===== src/nfh_pkg.sv =====
// Purpose: Shared constants and types for the NAND flash host port controller
// Assumes: 125 MHz clock, byte-wide asynchronous flash pins
// Notes: Pin timing counts derive from nanosecond figures below
package nfh_pkg;
  localparam int CLK_PERIOD_NS = 8;
  localparam int STROBE_LOW_NS = 24;
  localparam int STROBE_HIGH_NS = 24;
  localparam int READ_CYCLE_NS = 50;
  localparam int STROBE_LOW_CYC = (STROBE_LOW_NS + CLK_PERIOD_NS - 1) / CLK_PERIOD_NS;
  localparam int STROBE_HIGH_CYC = (STROBE_HIGH_NS + CLK_PERIOD_NS - 1) / CLK_PERIOD_NS;
  localparam int READ_CYCLE_CYC = (READ_CYCLE_NS + CLK_PERIOD_NS - 1) / CLK_PERIOD_NS;
  localparam int BUSY_WAIT_NS = 200;
  localparam int BUSY_WAIT_CYC = (BUSY_WAIT_NS + CLK_PERIOD_NS - 1) / CLK_PERIOD_NS;
  localparam int PAGE_BYTES = 2112;
  localparam int FIFO_DEPTH = 16;
  localparam int FIFO_WIDTH = 8;
  localparam logic [7:0] CMD_READ_SETUP = 8'h00;
  localparam logic [7:0] CMD_READ_CONFIRM = 8'h30;
  localparam logic [7:0] CMD_PROG_SETUP = 8'h80;
  localparam logic [7:0] CMD_PROG_CONFIRM = 8'h10;
  localparam logic [7:0] CMD_ERASE_SETUP = 8'h60;
  localparam logic [7:0] CMD_ERASE_CONFIRM = 8'hD0;
  localparam logic [7:0] CMD_RESET = 8'hFF;
  localparam logic [7:0] CMD_STATUS = 8'h70;
  localparam logic [2:0] FULL_ADDR_CYCLES = 3'h5;
  localparam logic [2:0] ROW_ADDR_CYCLES = 3'h3;
  localparam logic [2:0] ROW_FIRST = 3'h2;
  localparam logic [3:0] COL_HI_MASK = 4'hF;

  typedef enum logic [2:0] {
    NFH_OP_READ = 3'h0,
    NFH_OP_PROGRAM = 3'h1,
    NFH_OP_ERASE = 3'h2,
    NFH_OP_RESET = 3'h3,
    NFH_OP_STATUS = 3'h4
  } nfh_op_e;

  typedef struct packed {
    nfh_op_e op;
    logic [11:0] column;
    logic [16:0] row;
    logic [11:0] count;
  } nfh_req_s;

  typedef struct packed {
    logic cmd_latch;
    logic addr_latch;
    logic chip_select_n;
    logic write_strobe_n;
    logic output_strobe_n;
    logic program_guard_n;
  } nfh_ctl_s;
endpackage : nfh_pkg


===== src/nfh_fifo.sv =====
// Purpose: Parameterised valid/ready FIFO for the data path
// Assumes: Single clock, synchronous active-low reset
// Notes: Full and empty are exact; no fall-through
`timescale 1ns/1ps
`default_nettype none
module nfh_fifo #(
  parameter int WIDTH = 8,
  parameter int DEPTH = 16
) (
  input wire logic clk_in,
  input wire logic rst_n_in,
  input wire logic in_valid_in,
  output logic in_ready_out,
  input wire logic [WIDTH-1:0] in_data_in,
  output logic out_valid_out,
  input wire logic out_ready_in,
  output logic [WIDTH-1:0] out_data_out
);
  localparam int AW = $clog2(DEPTH);
  logic [WIDTH-1:0] mem [DEPTH];
  logic [AW-1:0] wr_ptr;
  logic [AW-1:0] rd_ptr;
  logic [AW:0] fill;
  logic push;
  logic pop;

  assign in_ready_out = (fill != (AW+1)'(DEPTH));
  assign out_valid_out = (fill != '0);
  assign out_data_out = mem[rd_ptr];
  assign push = in_valid_in && in_ready_out;
  assign pop = out_valid_out && out_ready_in;

  always_ff @(posedge clk_in) begin
    if (push) begin
      mem[wr_ptr] <= in_data_in;
    end
  end

  always_ff @(posedge clk_in) begin
    if (!rst_n_in) begin
      wr_ptr <= '0;
      rd_ptr <= '0;
      fill <= '0;
    end else begin
      if (push) begin
        wr_ptr <= (wr_ptr == AW'(DEPTH - 1)) ? '0 : wr_ptr + 1'b1;
      end
      if (pop) begin
        rd_ptr <= (rd_ptr == AW'(DEPTH - 1)) ? '0 : rd_ptr + 1'b1;
      end
      fill <= fill + {{AW{1'b0}}, push} - {{AW{1'b0}}, pop};
    end
  end
endmodule : nfh_fifo
`default_nettype wire


===== src/nfh_host.sv =====
// Purpose: Host-side controller driving a NAND flash over its byte-wide pins
// Assumes: Pull-up on ready/busy supplied by the board, pins asynchronous to clk_in
// Notes: One request at a time; write data drained from and read data filled into FIFOs
`timescale 1ns/1ps
`default_nettype none
module nfh_host (
  input wire logic clk_in,
  input wire logic rst_n_in,
  input wire logic req_valid_in,
  output logic req_ready_out,
  input wire nfh_pkg::nfh_req_s req_in,
  input wire logic guard_enable_in,
  input wire logic wr_valid_in,
  output logic wr_ready_out,
  input wire logic [7:0] wr_data_in,
  output logic rd_valid_out,
  input wire logic rd_ready_in,
  output logic [7:0] rd_data_out,
  output logic done_out,
  output logic [7:0] status_out,
  output logic [7:0] io_out,
  output logic io_oe_n_out,
  input wire logic [7:0] io_in,
  output nfh_pkg::nfh_ctl_s ctl_out,
  input wire logic ready_busy_n_in
);
  import nfh_pkg::*;

  typedef enum logic [3:0] {
    NFH_IDLE = 4'h0,
    NFH_CMD1 = 4'h1,
    NFH_ADDR = 4'h3,
    NFH_DATA = 4'h2,
    NFH_CMD2 = 4'h6,
    NFH_WAIT = 4'h7,
    NFH_READ = 4'h5,
    NFH_DONE = 4'h4
  } nfh_state_e;

  nfh_state_e state;
  nfh_req_s req;
  logic [2:0] rb_sync;
  logic rb_ready;
  logic [7:0] phase;
  logic strobe_low;
  logic [2:0] addr_idx;
  logic [11:0] remaining;
  logic [7:0] cur_byte;
  logic fifo_rd_valid;
  logic fifo_rd_ready;
  logic [7:0] fifo_rd_data;
  logic in_push;
  logic in_ready;
  logic [7:0] in_data;
  logic [7:0] wr_q_data;
  logic wr_q_valid;
  logic wr_q_pop;
  logic is_read;
  logic is_cmd_only;

  nfh_fifo #(.WIDTH(FIFO_WIDTH), .DEPTH(FIFO_DEPTH)) u_wr_fifo (
    .clk_in(clk_in),
    .rst_n_in(rst_n_in),
    .in_valid_in(wr_valid_in),
    .in_ready_out(wr_ready_out),
    .in_data_in(wr_data_in),
    .out_valid_out(wr_q_valid),
    .out_ready_in(wr_q_pop),
    .out_data_out(wr_q_data)
  );

  nfh_fifo #(.WIDTH(FIFO_WIDTH), .DEPTH(FIFO_DEPTH)) u_rd_fifo (
    .clk_in(clk_in),
    .rst_n_in(rst_n_in),
    .in_valid_in(in_push),
    .in_ready_out(in_ready),
    .in_data_in(in_data),
    .out_valid_out(fifo_rd_valid),
    .out_ready_in(fifo_rd_ready),
    .out_data_out(fifo_rd_data)
  );

  // Output register stage so rd_valid_out and rd_data_out come from flops
  assign fifo_rd_ready = !rd_valid_out || rd_ready_in;
  always_ff @(posedge clk_in) begin
    if (!rst_n_in) begin
      rd_valid_out <= 1'b0;
      rd_data_out <= 8'h00;
    end else if (fifo_rd_ready) begin
      rd_valid_out <= fifo_rd_valid;
      rd_data_out <= fifo_rd_data;
    end
  end

  // Three-stage synchroniser; change accepted once stages two and three agree
  always_ff @(posedge clk_in) begin
    if (!rst_n_in) begin
      rb_sync <= 3'h0;
      rb_ready <= 1'b0;
    end else begin
      rb_sync <= {rb_sync[1:0], ready_busy_n_in};
      if (rb_sync[1] == rb_sync[2]) begin
        rb_ready <= rb_sync[2];
      end
    end
  end

  assign is_read = (req.op == NFH_OP_READ) || (req.op == NFH_OP_STATUS);
  assign is_cmd_only = (req.op == NFH_OP_RESET) || (req.op == NFH_OP_STATUS);
  // Sample read byte at end of strobe low time, stall strobe when FIFO full
  // Status bytes go to status_out only, never into the read stream
  assign in_push = (state == NFH_READ) && strobe_low && (phase == 8'(READ_CYCLE_CYC / 2 - 1)) && !is_cmd_only;
  assign in_data = io_in;
  // Pop as the strobe rises, so the byte stands on the pins for the whole cycle
  assign wr_q_pop = (state == NFH_DATA) && strobe_low && (phase == 8'(STROBE_LOW_CYC - 1));

  always_comb begin
    cur_byte = 8'h00;
    case (state)
      NFH_CMD1: begin
        case (req.op)
          NFH_OP_READ: cur_byte = CMD_READ_SETUP;
          NFH_OP_PROGRAM: cur_byte = CMD_PROG_SETUP;
          NFH_OP_ERASE: cur_byte = CMD_ERASE_SETUP;
          NFH_OP_RESET: cur_byte = CMD_RESET;
          default: cur_byte = CMD_STATUS;
        endcase
      end
      NFH_ADDR: begin
        case (addr_idx)
          3'h0: cur_byte = req.column[7:0];
          3'h1: cur_byte = {COL_HI_MASK & 4'h0, req.column[11:8]};
          3'h2: cur_byte = req.row[7:0];
          3'h3: cur_byte = req.row[15:8];
          default: cur_byte = {7'h00, req.row[16]};
        endcase
      end
      NFH_CMD2: begin
        case (req.op)
          NFH_OP_READ: cur_byte = CMD_READ_CONFIRM;
          NFH_OP_PROGRAM: cur_byte = CMD_PROG_CONFIRM;
          default: cur_byte = CMD_ERASE_CONFIRM;
        endcase
      end
      default: cur_byte = wr_q_data;
    endcase
  end

  // Sequencer: each write cycle is strobe high then low, timed by phase
  always_ff @(posedge clk_in) begin
    if (!rst_n_in) begin
      state <= NFH_IDLE;
      req <= '0;
      phase <= 8'h00;
      strobe_low <= 1'b0;
      addr_idx <= 3'h0;
      remaining <= 12'h000;
      req_ready_out <= 1'b0;
      done_out <= 1'b0;
      status_out <= 8'h00;
      io_out <= 8'h00;
      io_oe_n_out <= 1'b1;
      ctl_out <= '{cmd_latch: 1'b0, addr_latch: 1'b0, chip_select_n: 1'b1,
                   write_strobe_n: 1'b1, output_strobe_n: 1'b1, program_guard_n: 1'b0};
    end else begin
      done_out <= 1'b0;
      // Ready follows last cycle's rb_ready; a request is lost if rb_ready falls in the cycle it arrives
      req_ready_out <= (state == NFH_IDLE) && !req_valid_in && rb_ready;
      ctl_out.program_guard_n <= guard_enable_in;
      case (state)
        NFH_IDLE: begin
          ctl_out.chip_select_n <= 1'b1;
          io_oe_n_out <= 1'b1;
          if (req_valid_in && req_ready_out && rb_ready) begin
            req <= req_in;
            state <= NFH_CMD1;
            phase <= 8'h00;
            strobe_low <= 1'b0;
            req_ready_out <= 1'b0;
            addr_idx <= (req_in.op == NFH_OP_ERASE) ? ROW_FIRST : 3'h0;
            remaining <= req_in.count;
          end
        end
        NFH_CMD1, NFH_ADDR, NFH_CMD2, NFH_DATA: begin
          ctl_out.chip_select_n <= 1'b0;
          ctl_out.cmd_latch <= (state == NFH_CMD1) || (state == NFH_CMD2);
          ctl_out.addr_latch <= (state == NFH_ADDR);
          io_out <= cur_byte;
          io_oe_n_out <= 1'b0;
          if (!strobe_low) begin
            if (phase == 8'(STROBE_HIGH_CYC)) begin
              // Setup settled; drop the strobe unless write data is missing
              if (state != NFH_DATA || wr_q_valid) begin
                strobe_low <= 1'b1;
                ctl_out.write_strobe_n <= 1'b0;
                phase <= 8'h00;
              end
            end else begin
              phase <= phase + 8'h01;
            end
          end else if (phase == 8'(STROBE_LOW_CYC - 1)) begin
            strobe_low <= 1'b0;
            ctl_out.write_strobe_n <= 1'b1; // Rising edge latches the byte
            phase <= 8'h00;
            case (state)
              NFH_CMD1: begin
                if (is_cmd_only) begin
                  state <= (req.op == NFH_OP_STATUS) ? NFH_READ : NFH_WAIT;
                  remaining <= 12'h001;
                end else begin
                  state <= NFH_ADDR;
                end
              end
              NFH_ADDR: begin
                addr_idx <= addr_idx + 3'h1;
                if (addr_idx == FULL_ADDR_CYCLES - 3'h1) begin
                  state <= (req.op == NFH_OP_PROGRAM && remaining != 12'h000) ? NFH_DATA : NFH_CMD2;
                end
              end
              NFH_DATA: begin
                remaining <= remaining - 12'h001;
                if (remaining == 12'h001) begin
                  state <= NFH_CMD2;
                end
              end
              default: state <= NFH_WAIT;
            endcase
          end else begin
            phase <= phase + 8'h01;
          end
        end
        NFH_WAIT: begin
          // Release the bus and give the busy line time to fall first
          ctl_out.cmd_latch <= 1'b0;
          ctl_out.addr_latch <= 1'b0;
          io_oe_n_out <= 1'b1;
          if (phase != 8'(BUSY_WAIT_CYC)) begin
            phase <= phase + 8'h01;
          end else if (rb_ready) begin
            phase <= 8'h00;
            state <= is_read ? NFH_READ : NFH_DONE;
          end
        end
        NFH_READ: begin
          io_oe_n_out <= 1'b1;
          ctl_out.cmd_latch <= 1'b0;
          if (!strobe_low) begin
            if (remaining == 12'h000) begin
              state <= NFH_DONE;
            end else if (phase == 8'(READ_CYCLE_CYC / 2) && (in_ready || is_cmd_only)) begin
              strobe_low <= 1'b1;
              ctl_out.output_strobe_n <= 1'b0;
              phase <= 8'h00;
            end else if (phase != 8'(READ_CYCLE_CYC / 2)) begin
              phase <= phase + 8'h01;
            end
          end else if (phase == 8'(READ_CYCLE_CYC / 2 - 1)) begin
            strobe_low <= 1'b0;
            ctl_out.output_strobe_n <= 1'b1;
            phase <= 8'h00;
            remaining <= remaining - 12'h001;
            if (is_cmd_only) begin
              status_out <= io_in;
            end
          end else begin
            phase <= phase + 8'h01;
          end
        end
        NFH_DONE: begin
          done_out <= 1'b1;
          ctl_out.chip_select_n <= 1'b1;
          state <= NFH_IDLE;
        end
        default: state <= NFH_IDLE;
      endcase
    end
  end
endmodule : nfh_host
`default_nettype wire


===== config.mk =====
export PLATFORM = sky130hd
export DESIGN_NAME = nfh_host
export DESIGN_NICKNAME = d
export VERILOG_FILES = /design/src/nfh_pkg.sv /design/src/nfh_fifo.sv /design/src/nfh_host.sv
export SDC_FILE = /design/constraint.sdc
export NUM_CORES = 1
export LEC_CHECK = 0
export ABC_AREA = 1
export BUFFER_PORTS_ARGS = -buffer_cell sky130_fd_sc_hd__buf_2
export CORE_MARGIN = 2
export CORE_UTILIZATION = 47
export DETAILED_ROUTE_END_ITERATION = 16
export PLACE_DENSITY_LB_ADDON = 0.2
export SLEW_MARGIN = 10
export SYNTH_ARGS = -nofsm -noshare
export SYNTH_HDL_FRONTEND = slang
export SYNTH_HIERARCHICAL = 1
export SYNTH_SLANG_ARGS = --single-unit

===== constraint.sdc =====
create_clock -name clk_in -period 3.2 [get_ports clk_in]
set_clock_uncertainty 0.1 [all_clocks]
set_input_delay 0.64 -clock clk_in [delete_from_list [all_inputs] [get_ports clk_in]]
set_output_delay 0.64 -clock clk_in [all_outputs]
set_load 0.05 [all_outputs]

==> out/qor.tcl, run 1 <==
set qor(synth-warning-count) 6
set qor(insertion_delay_ps) 550
set qor(layout.cells.most_common) {sky130_fd_sc_hd__nand2_1}
set qor(final-hold-violation-count) 0
set qor(syn-instance-count) 1988
set qor(area.sequential_um2) 10310
set qor(syn-mean-instance-area_um2) 8.909
set qor(min_path_type) {input port to flip-flop}
set qor(max_cap_violations) 0
set qor(synth.net_count) 2089
set qor(startpoint_types) {flip-flop}
set qor(post-layout-total-power_w) 0.01345
set qor(design.portCount) 102
set qor(cts_max_path_buffers) 3
set qor(setup_tns_ps) 0
set qor(timing.max_slew.rel_slack_pct) 43.81
set qor(grtUsageTotal_pct) 21.88
set qor(drcViolationCount) 0
set qor(worst_slew_pin_slew_ps) 839.7
set qor(min-delay-start) {req_valid_in}
set qor(crit_path_cell_trace) {inv_1 > ha_1 > nand2_1 > nor2_4 > nand2_1 > nor2_4 > nand2_1 > inv_1 > ha_1 > inv_1 > ha_1 > inv_1 > fa_1 > inv_1 > nand2_1 > nand2_1 > a21oi_1 > nand2_1 > nand2_1 > nor2_1}
set qor(wl_mm) 42.69
set qor(antenna_found_initial) 0
set qor(cts-root-buf) {sky130_fd_sc_hd__clkbuf_16}
set qor(via_count_of_the_first_global_routing_pass) 12895
set qor(ys_ff_latch) 387
set qor(placement_rows) 71
set qor(fraction_of_the_yosys_area_taken_by_sequential_cells_pct) 58.21
set qor(timing_max_transition_violations_final) 0
set qor(synth_cell_types) 43
set qor(critical_path_arrival_ps) 3290
set qor(final.hold.worst_slack_ps) 181.3
set qor(period_needed_ps) 2903
set qor(io_buffers) 101
set qor(fmaxAchievable_mhz) 344.5
set qor(max_stage_delay_ps) 380
set qor(largest_voltage_drop_on_the_vdd_net_v) 0.0004786
set qor(clkSinkCount) 387
set qor(cts.reportedPaths.clkPinSlew_ps) 60
set qor(critical_path.max_fanout) 6
set qor(drt_first_iter_violations) 1006
set qor(final_antenna_net_count) 0
set qor(layout-drive-gt1-share_pct) 11.74
set qor(drt-wirelength-per-cell_um) 16.17
set qor(nets) 2198
set qor(hpwlAfterDp_mm) 28.41
set qor(cts_resized) 0
set qor(diodes) 0
set qor(fillerInstances) 3458
set qor(period_share_pct) 90.71
set qor(report.final.setup_viol) 0
set qor(drt-vias-per-instance) 5.086
set qor(die-area_um2) 39250
set qor(die_height_um) 198.1
set qor(rsz0062_at_grt) {false}
set qor(startpoint) {phase[0]}
set qor(floorplan.die.width_um) 198.1
set qor(post-cts-setup-buffers) 0
set qor(core-area_um2) 37400
set qor(critPathSlowestCell) {sky130_fd_sc_hd__fa_1}
set qor(mappedNetlistArea_um2) 17710
set qor(global_route.overflow_total) 0
set qor(area_growth_syn_to_layout_pct) 13.22
set qor(power.leakage_nw) 8.386
set qor(initial_utilization_pct) 47.36
set qor(path_class) {flip-flop to flip-flop}
set qor(maximum_number_of_pins_on_one_net_before_global_route_repair) 84
set qor(launch_point_of_the_worst_reg_to_reg_path) {phase[0]}
set qor(final_cell_mix) {518 x sky130_fd_sc_hd__nand2_1, 256 x sky130_fd_sc_hd__edfxtp_1, 220 x sky130_fd_sc_hd__nor2_1}
set qor(cts_tree) {yes}
set qor(result_of_the_run) {finished, final reports clean}
set qor(cts-htree-levels) 2
set qor(power.density_nw_per_um2) 670.7
set qor(multiInputGateArea_um2) 6105
set qor(worstSetupEndpointType) {flip-flop}
set qor(dr_total_vias) 13426
set qor(critical-path-top-cell-by-count) {sky130_fd_sc_hd__nand2_1}
set qor(routability_congestion_estimate_from_global_placement) 0.9186
set qor(crit_required_ps) 3590
set qor(clock_buffers_created_by_tritoncts) 43
set qor(first_pass_iters) 6
set qor(grt_first_pass_wirelength_mm) 67.04
set qor(cts_hold_repair.buffers) 0
==> synthesized netlist by cell type (all sizes together) <==
cell    count  area [um2]
o221ai      1       8.760
fa          2       40.04
xnor2       1       8.760
o211ai      8       65.06
o21ai     108       540.5
dfxtp     131        2623
buf        57       359.1
nor2      235       962.2
o22ai       4       25.02
edfxtp    256        7687
nand4       9       56.30
clkbuf     22       83.83
inv       229       864.6
clkinv      2       8.750
a21o        5       37.54
a21oi      80       407.9
nor3       10       55.05
ha         32       400.4
nand2     531        2046
or2        32       200.2
o21bai      1       7.510
nand3     216        1091
a31oi       3       18.77
xor2       13       113.9
==> worst paths after layout <==
path	endpoint	slack, ps	cells past startpoint
max	u_wr_fifo/fill[4]	300	20
min	req_ready_out	180	2
max reg2reg	u_wr_fifo/fill[4]	300	20
min reg2reg	rb_sync[1]	310	2
==> metrics by stage <==
stage / setup WS (ps) / cells / cell area [um2] / utilization [%]
5_1_grt: 7.143 / 2640 / 20050 / 53.61
4_1_cts: 92.35 / 2640 / 20030 / 53.56
3_3_place_gp: 214.1 / 2563 / 18730 / 50.08
6_report: 297.1 / 2640 / 20050 / 53.61
2_1_floorplan: 172.3 / 1988 / 17710 / -
3_5_place_dp: 103.8 / 2563 / 18730 / 50.08
==> power by group <==
group,internal (W),switching (W),total (W)
logic,0.000914,0.00220,0.00311
clock network,0.00267,0.00192,0.00459
registers,0.00558,0.000163,0.00575
==> sequential cells by signal, summed over array words and instances (netlist names), named ones only <==
signal	count
rb_ready	1
u_wr_fifo/fill	5
phase	8
u_rd_fifo/wr_ptr	4
state	3
done_out	1
u_rd_fifo/rd_ptr	4
rd_valid_out	1
io_oe_n_out	1
u_wr_fifo/mem	128
remaining	12
u_wr_fifo/wr_ptr	4
ctl_out	6
req_ready_out	1
io_out	8
u_wr_fifo/rd_ptr	4
strobe_low	1
u_rd_fifo/fill	5
addr_idx	3
rb_sync	3
u_rd_fifo/mem	128
status_out	8
req	32
rd_data_out	8
==> area by class of cell <==
type	instances	area share, %
Clock inverter	20	0.5990
Inverter	231	4.355
Clock buffer	57	5.890
Tap cell	511	3.189
Multi-Input combinational cell	1291	30.44
Sequential cell	387	51.43
Timing Repair Buffer	143	4.093
==> cell families (layout without fill, tap and decap cells) <==
family / after synthesis / after routing / share of synthesized area (%)
simple gates: 1033 / 1033 / 24.90
buf+inv: 310 / 451 / 7.432
fa+ha+maj: 34 / 34 / 2.487
xor+xnor: 14 / 14 / 0.6923
compound gates: 210 / 210 / 6.273
flops: 387 / 387 / 58.21
==> routing by layer <==
| metal | part of all wire [%] | GRT usage [%] |
|---|---|---|
| met1 | 44 | 28.19 |
| met2 | 49 | 37.67 |
| met3 | 4.6 | 3.764 |
| met4 | 2.5 | 6.656 |
| met5 | 0 | 0 |
==> critical path, delay by kind of cell (launching register included) <==
kind	cells	cell delay (ps)
buffers and inverters	5	440
adders and majority gates	4	920
and+or+nand+nor	10	970
AOI/OAI and AO/OA	1	70
DFF	1	340
No activity file was read; power rests on OpenSTA's default activity.
==> run 2: changes to the inputs <==
Settings changed: REMOVE_ABC_BUFFERS from default to 1.
==> run 2 against run 1 <==
Against the previous run: hold slack lost 26 ps; fmax about the same; non-clock buffer count decreased by 7; sequential cell count did not move; sequential power is essentially flat; register-to-register slack about the same.
==> out/qor.tcl, run 2 (same netlist as run 1, synthesis figures left out) <==
set qor(routability_congestion_estimate_from_global_placement) 0.8636
set qor(final.hold.worst_slack_ps) 155.8
set qor(power.sequential.fraction_pct) 43.1
set qor(core-area_um2) 37400
set qor(utilization_pct) 53.43
set qor(grt.busiest_layer) {met2}
set qor(critPathSlowestCell) {sky130_fd_sc_hd__fa_1}
set qor(largest_voltage_drop_on_the_vdd_net_v) 0.0004732
set qor(cts_tree) {yes}
set qor(area.sequential_um2) 10310
set qor(worstSetupEndpointType) {flip-flop}
set qor(dr_total_vias) 13389
set qor(drt-vias-per-instance) 5.087
set qor(switching_share_pct) 31.78
set qor(startpoint_types) {flip-flop}
set qor(min_path_type) {input port to flip-flop}
set qor(power_switching_w) 0.004261
set qor(initial_utilization_pct) 47.36
set qor(final_antenna_net_count) 0
set qor(cts_max_path_buffers) 3
set qor(fillerInstances) 3447
set qor(report.final.setup_viol) 0
set qor(first_pass_iters) 5
set qor(timing_max_transition_violations_final) 0
set qor(drcViolationCount) 0
set qor(grt_first_pass_wirelength_mm) 67.19
set qor(final_cell_mix) {518 x sky130_fd_sc_hd__nand2_1, 256 x sky130_fd_sc_hd__edfxtp_1, 220 x sky130_fd_sc_hd__nor2_1}
set qor(dp_cells) 2555
set qor(final-hold-violation-count) 0
set qor(die-area_um2) 39250
set qor(period_needed_ps) 2904
set qor(power.leakage_nw) 8.349
set qor(drt-wirelength-per-cell_um) 16.10
set qor(internal_power_w) 0.009149
set qor(power.density_nw_per_um2) 671.1
set qor(period_share_pct) 90.75
set qor(wl_mm) 42.38
set qor(layout.cells.most_common) {sky130_fd_sc_hd__nand2_1}
set qor(rsz0062_at_grt) {false}
set qor(io_buffers) 101
set qor(max_cap_violations) 0
set qor(die_height_um) 198.1
set qor(worst_path_dominant_cell_family) {simple AND/OR/NAND/NOR gates}
set qor(worst_slew_pin_slew_ps) 1104
set qor(grt.met1_usage_pct) 28.38
set qor(clockPowerShare_pct) 34.2
set qor(path_class) {flip-flop to flip-flop}
set qor(cts.reportedPaths.clkPinSlew_ps) 60
set qor(diodes) 0
set qor(post-layout-total-power_w) 0.01341
set qor(nets) 2190
set qor(timing.max_slew.rel_slack_pct) 26.29
set qor(cp_num_buf_inv) 5
set qor(drt_first_iter_violations) 1014
set qor(maximum_number_of_pins_on_one_net_before_global_route_repair) 84
set qor(area_growth_syn_to_layout_pct) 12.83
set qor(final-instance-count-excl-fill) 2632
set qor(clkSinkCount) 387
set qor(layout_top_registers) {u_rd_fifo/mem x128, u_wr_fifo/mem x128, req x32}
set qor(cts-htree-levels) 2
set qor(design.portCount) 102
set qor(max_stage_delay_ps) 380
set qor(floorplan.die.width_um) 198.1
set qor(cts-root-buf) {sky130_fd_sc_hd__clkbuf_16}
set qor(placement_rows) 71
set qor(insertion_delay_ps) 570
set qor(crit_required_ps) 3600
set qor(layout-drive-gt1-share_pct) 11.41
set qor(result_of_the_run) {finished, final reports clean}
set qor(crit_path_cell_trace) {inv_1 > ha_1 > nand2_1 > nor2_4 > nand2_1 > nor2_2 > nand2_1 > inv_1 > ha_1 > inv_1 > ha_1 > inv_1 > fa_1 > inv_1 > nand2_1 > nand2_1 > a21oi_1 > nand2_1 > nand2_1 > nor2_1}
set qor(global_route.overflow_total) 0
set qor(critical-path-top-cell-by-count) {sky130_fd_sc_hd__nand2_1}
set qor(critical_path_arrival_ps) 3310
set qor(hpwlAfterDp_mm) 27.73
set qor(multiInputGateArea_um2) 6100
set qor(setup_tns_ps) 0
set qor(grtUsageTotal_pct) 21.93
set qor(use_met2_pct) 36.58
set qor(critical_path.max_fanout) 5
set qor(comb_power_share_pct) 22.6
set qor(via_count_of_the_first_global_routing_pass) 12843
set qor(clock_buffers_created_by_tritoncts) 42
set qor(global_route.usage.met3_pct) 3.424
set qor(fmaxAchievable_mhz) 344.3
set qor(antenna_found_initial) 0
-- run 2: changes by cell type in the layout (fill, tap and decap cells not counted), sizes merged --
cell	before	now
buf	143	136
bufinv	1	2
clkbuf	57	55
-- run 2: layer usage --
| metal | up-vias | part of all wire (%) |
|---|---|---|
| met4 | 0 | 3.5 |
| met5 | - | 0 |
| met2 | 341 | 48 |
| met3 | 86 | 5.1 |
| met1 | 6289 | 44 |
| li1 | 6673 | - |
-- run 2: power groups by stage --
| stage | combinational [W] | sequential (W) | clock (W) |
|---|---|---|---|
| detailed placement | 0.00300 | 0.00588 | 0 |
| floorplan | 0.00182 | 0.00616 | 0 |
| finish | 0.00303 | 0.00578 | 0.00459 |
| global route | 0.00343 | 0.00582 | 0.00488 |
| global placement | 0.00296 | 0.00587 | 0 |
| CTS | 0.00303 | 0.00578 | 0.00469 |
-- run 2: worst paths after layout --
| check | startpoint | to | slack [ps] | cells after the start |
|---|---|---|---|---|
| setup / recovery | phase[0] | u_wr_fifo/fill[4] | 300 | 20 |
| setup reg to reg | phase[0] | u_wr_fifo/fill[4] | 300 | 20 |
| hold reg to reg | rb_sync[1] | rb_sync[2] | 350 | 2 |
| hold / removal | req_valid_in | req_ready_out | 160 | 2 |
-- run 2: final cells by class --
type                            count  share of cell area (%)
Inverter                          231                   4.370
Sequential cell                   387                   51.61
Clock inverter                     21                  0.7451
Tap cell                          511                   3.200
Multi-Input combinational cell   1291                   30.52
Clock buffer                       55                   5.710
Timing Repair Buffer              136                   3.844
-- run 2: through the flow --
step	setup slack (ps)	area, um2
6_report	295.9	19980
5_1_grt	8.036	19980
4_1_cts	100.9	19960
3_5_place_dp	138.3	18670
3_3_place_gp	182.2	18670
2_1_floorplan	-66.07	17270
-- run 2: worst register-to-register path, delay by kind of cell, from the launching register on --
| family | cells | cell delay (ps) |
|---|---|---|
| adders and majority gates | 4 | 920 |
| buffers and inverters | 5 | 410 |
| DFF | 1 | 340 |
| and+or+nand+nor | 10 | 1000 |
| AOI/OAI and AO/OA | 1 | 70 |
-- run 2: timing repair --
action / in CTS / in global routing
setup endpoints to repair: 0 / 3
buffers inserted: 0 / 1
hold buffers: 0 / 0
gates resized for setup: 0 / 4
==> run 3: changes to the inputs <==
Clock period 3.2 ns to 3.6 ns, I/O delays scaled along.
==> run 3 against run 2 <==
Against the previous run: sequential cell count unchanged; fmax decreased by 10%; hold slack improved by 91 ps; cell count decreased by 0.72%; register-to-register slack improved by 70 ps; cell area decreased by 0.53%; critical path depth increased by 1; first-iteration DRC count decreased by 9.2%; count of clock-buffer cells in the layout increased by 11; sequential share of layout area increased by 0.27 points; non-clock buffer count decreased by 21; critical endpoint is now u_rd_fifo/fill[4].
==> out/qor.tcl, run 3 (same netlist as run 1, synthesis figures left out) <==
set qor(top_layer_used) {met4}
set qor(worst_slew_pin_slew_ps) 1164
set qor(die-area_um2) 39250
set qor(power_switching_w) 0.003780
set qor(critPathSlowestCell) {sky130_fd_sc_hd__fa_1}
set qor(die_height_um) 198.1
set qor(cts-root-buf) {sky130_fd_sc_hd__clkbuf_16}
set qor(critical_path_arrival_ps) 3630
set qor(comb_power_share_pct) 22.7
set qor(floorplan.die.width_um) 198.1
set qor(global_route.overflow_total) 0
set qor(rsz0062_at_grt) {false}
set qor(period_needed_ps) 3230
set qor(power.leakage_nw) 8.265
set qor(fmaxAchievable_mhz) 309.6
set qor(cp_num_buf_inv) 6
set qor(drt-wirelength-per-cell_um) 16.09
set qor(met2_wirelength_mm) 20.34
set qor(route.met3.wl_mm) 2.185
set qor(clkSinkCount) 387
set qor(placement_rows) 71
set qor(io_buffers) 101
set qor(clockPowerShare_pct) 34.7
set qor(drt-met1-wl_mm) 18.46
set qor(post-cts-setup-buffers) 0
set qor(routability_congestion_estimate_from_global_placement) 0.8719
set qor(initial_utilization_pct) 47.36
set qor(worstSetupEndpointType) {flip-flop}
set qor(grtUsageTotal_pct) 21.62
set qor(final-hold-violation-count) 0
set qor(diodes) 0
set qor(min_path_type) {input port to flip-flop}
set qor(timing.max_slew.rel_slack_pct) 22.29
set qor(max_cap_violations) 0
set qor(via_count_of_the_first_global_routing_pass) 12580
set qor(insertion_delay_ps) 570
set qor(hpwlAfterDp_mm) 27.63
set qor(fillerInstances) 3437
set qor(layout-drive-gt1-share_pct) 10.47
set qor(design.portCount) 102
set qor(drt_first_iter_violations) 921
set qor(crit_path_cell_trace) {inv_1 > ha_1 > nand2_1 > nor2_4 > inv_1 > nor2_4 > inv_1 > nor2_1 > nand2_1 > ha_1 > inv_1 > ha_1 > inv_1 > fa_1 > inv_1 > nand2_1 > nand2_1 > a21oi_1 > nand2_1 > nand2_1 > nor2_1}
set qor(clock_buffers_created_by_tritoncts) 42
set qor(drcViolationCount) 0
set qor(switching_share_pct) 31.45
set qor(cts-htree-levels) 2
set qor(wl_mm) 42.06
set qor(timing_max_transition_violations_final) 0
set qor(utilization_pct) 53.15
set qor(layout.cells.most_common) {sky130_fd_sc_hd__nand2_1}
set qor(core-area_um2) 37400
set qor(largest_voltage_drop_on_the_vdd_net_v) 0.0003232
set qor(layout_top_registers) {u_rd_fifo/mem x128, u_wr_fifo/mem x128, req x32}
set qor(report.final.setup_viol) 0
set qor(startpoint_types) {flip-flop}
set qor(dr_total_vias) 13305
set qor(cts_tree) {yes}
set qor(final_cell_mix) {518 x sky130_fd_sc_hd__nand2_1, 256 x sky130_fd_sc_hd__edfxtp_1, 222 x sky130_fd_sc_hd__nor2_1}
set qor(power.density_nw_per_um2) 604.6
set qor(max_stage_delay_ps) 420
set qor(final_antenna_net_count) 0
set qor(area_growth_syn_to_layout_pct) 12.24
set qor(result_of_the_run) {finished, final reports clean}
set qor(setup_tns_ps) 0
set qor(cts_max_path_buffers) 3
set qor(period_share_pct) 89.71
set qor(cts.reportedPaths.clkPinSlew_ps) 60
set qor(maximum_number_of_pins_on_one_net_before_global_route_repair) 81
set qor(antenna_found_initial) 0
set qor(path_class) {flip-flop to flip-flop}
set qor(grt_first_pass_wirelength_mm) 65.74
set qor(crit_required_ps) 4000
set qor(nets) 2169
set qor(internal_power_w) 0.008238
set qor(worst_path_dominant_cell_family) {simple AND/OR/NAND/NOR gates}
set qor(first_pass_iters) 5
set qor(critical_path.max_fanout) 10
set qor(drt-vias-per-instance) 5.092
set qor(power.sequential.fraction_pct) 42.6
## run 3: cell count changes in the layout (fill, tap and decap cells not counted), sizes merged
cell | previous run | this run
clkbuf | 55 | 66
clkinvlp | 1 | 0
clkinv | 19 | 10
buf | 136 | 115
inv | 230 | 231
## run 3: worst paths after layout
| check | start | end | slack [ps] | cells past startpoint |
|---|---|---|---|---|
| worst max register to register | phase[0] | u_rd_fifo/fill[4] | 370 | 21 |
| worst min register to register | rb_sync[0] | rb_sync[1] | 320 | 2 |
| worst min-delay path | guard_enable_in | ctl_out[0] | 250 | 3 |
| worst max-delay path | phase[0] | u_rd_fifo/fill[4] | 370 | 21 |
## run 3: through the flow
stage	worst slack, ps	std cells	total power [W]	cell area [um2]	hold WS (ps)
2_1_floorplan	333.9	1909	0.007097	17270	290.0
3_3_place_gp	395.7	2535	0.007864	18530	309.6
3_5_place_dp	291.4	2535	0.007911	18530	305.2
4_1_cts	253.4	2613	0.01209	19870	221.4
5_1_grt	7.821	2613	0.01264	19880	240.0
6_report	370.3	2613	0.01202	19880	247.0
## run 3: what timing repair did
item	4_1_cts	5_1_grt
resized for setup	0	1
endpoints found under the setup margin	0	1
hold buffers	0	0
endpoints found under the hold margin	0	0
## run 3: power groups by stage
stage               clock [W]  sequential [W]  combinational [W]
CTS                   0.00426         0.00512            0.00271
finish                0.00417         0.00512            0.00272
floorplan                   0         0.00547            0.00162
global route          0.00445         0.00515            0.00305
global placement            0         0.00521            0.00266
detailed placement          0         0.00521            0.00270
## run 3: per-layer routing
layer	vias to the layer above	global-route usage, %
met2	350	36.75
met4	0	6.656
met5	-	0
met1	6241	28.24
met3	67	3.696
li1	6647	-
## run 3: cell type report
| class | instances | area, um2 | area share [%] |
|---|---|---|---|
| sequential | 387 | 10310 | 51.88 |
| inverter | 231 | 873.3 | 4.394 |
| clock buffer | 66 | 1217 | 6.125 |
| tap | 511 | 639.4 | 3.216 |
| timing repair buffer | 115 | 623.1 | 3.135 |
| clock inverter | 12 | 122.6 | 0.6169 |
| multi-input combinational | 1291 | 6090 | 30.64 |
## run 3: worst min-delay path, cell delays in order
cell,delay (ps)
sky130_fd_sc_hd__buf_2,70
sky130_fd_sc_hd__nand2_1,40
sky130_fd_sc_hd__inv_1,40
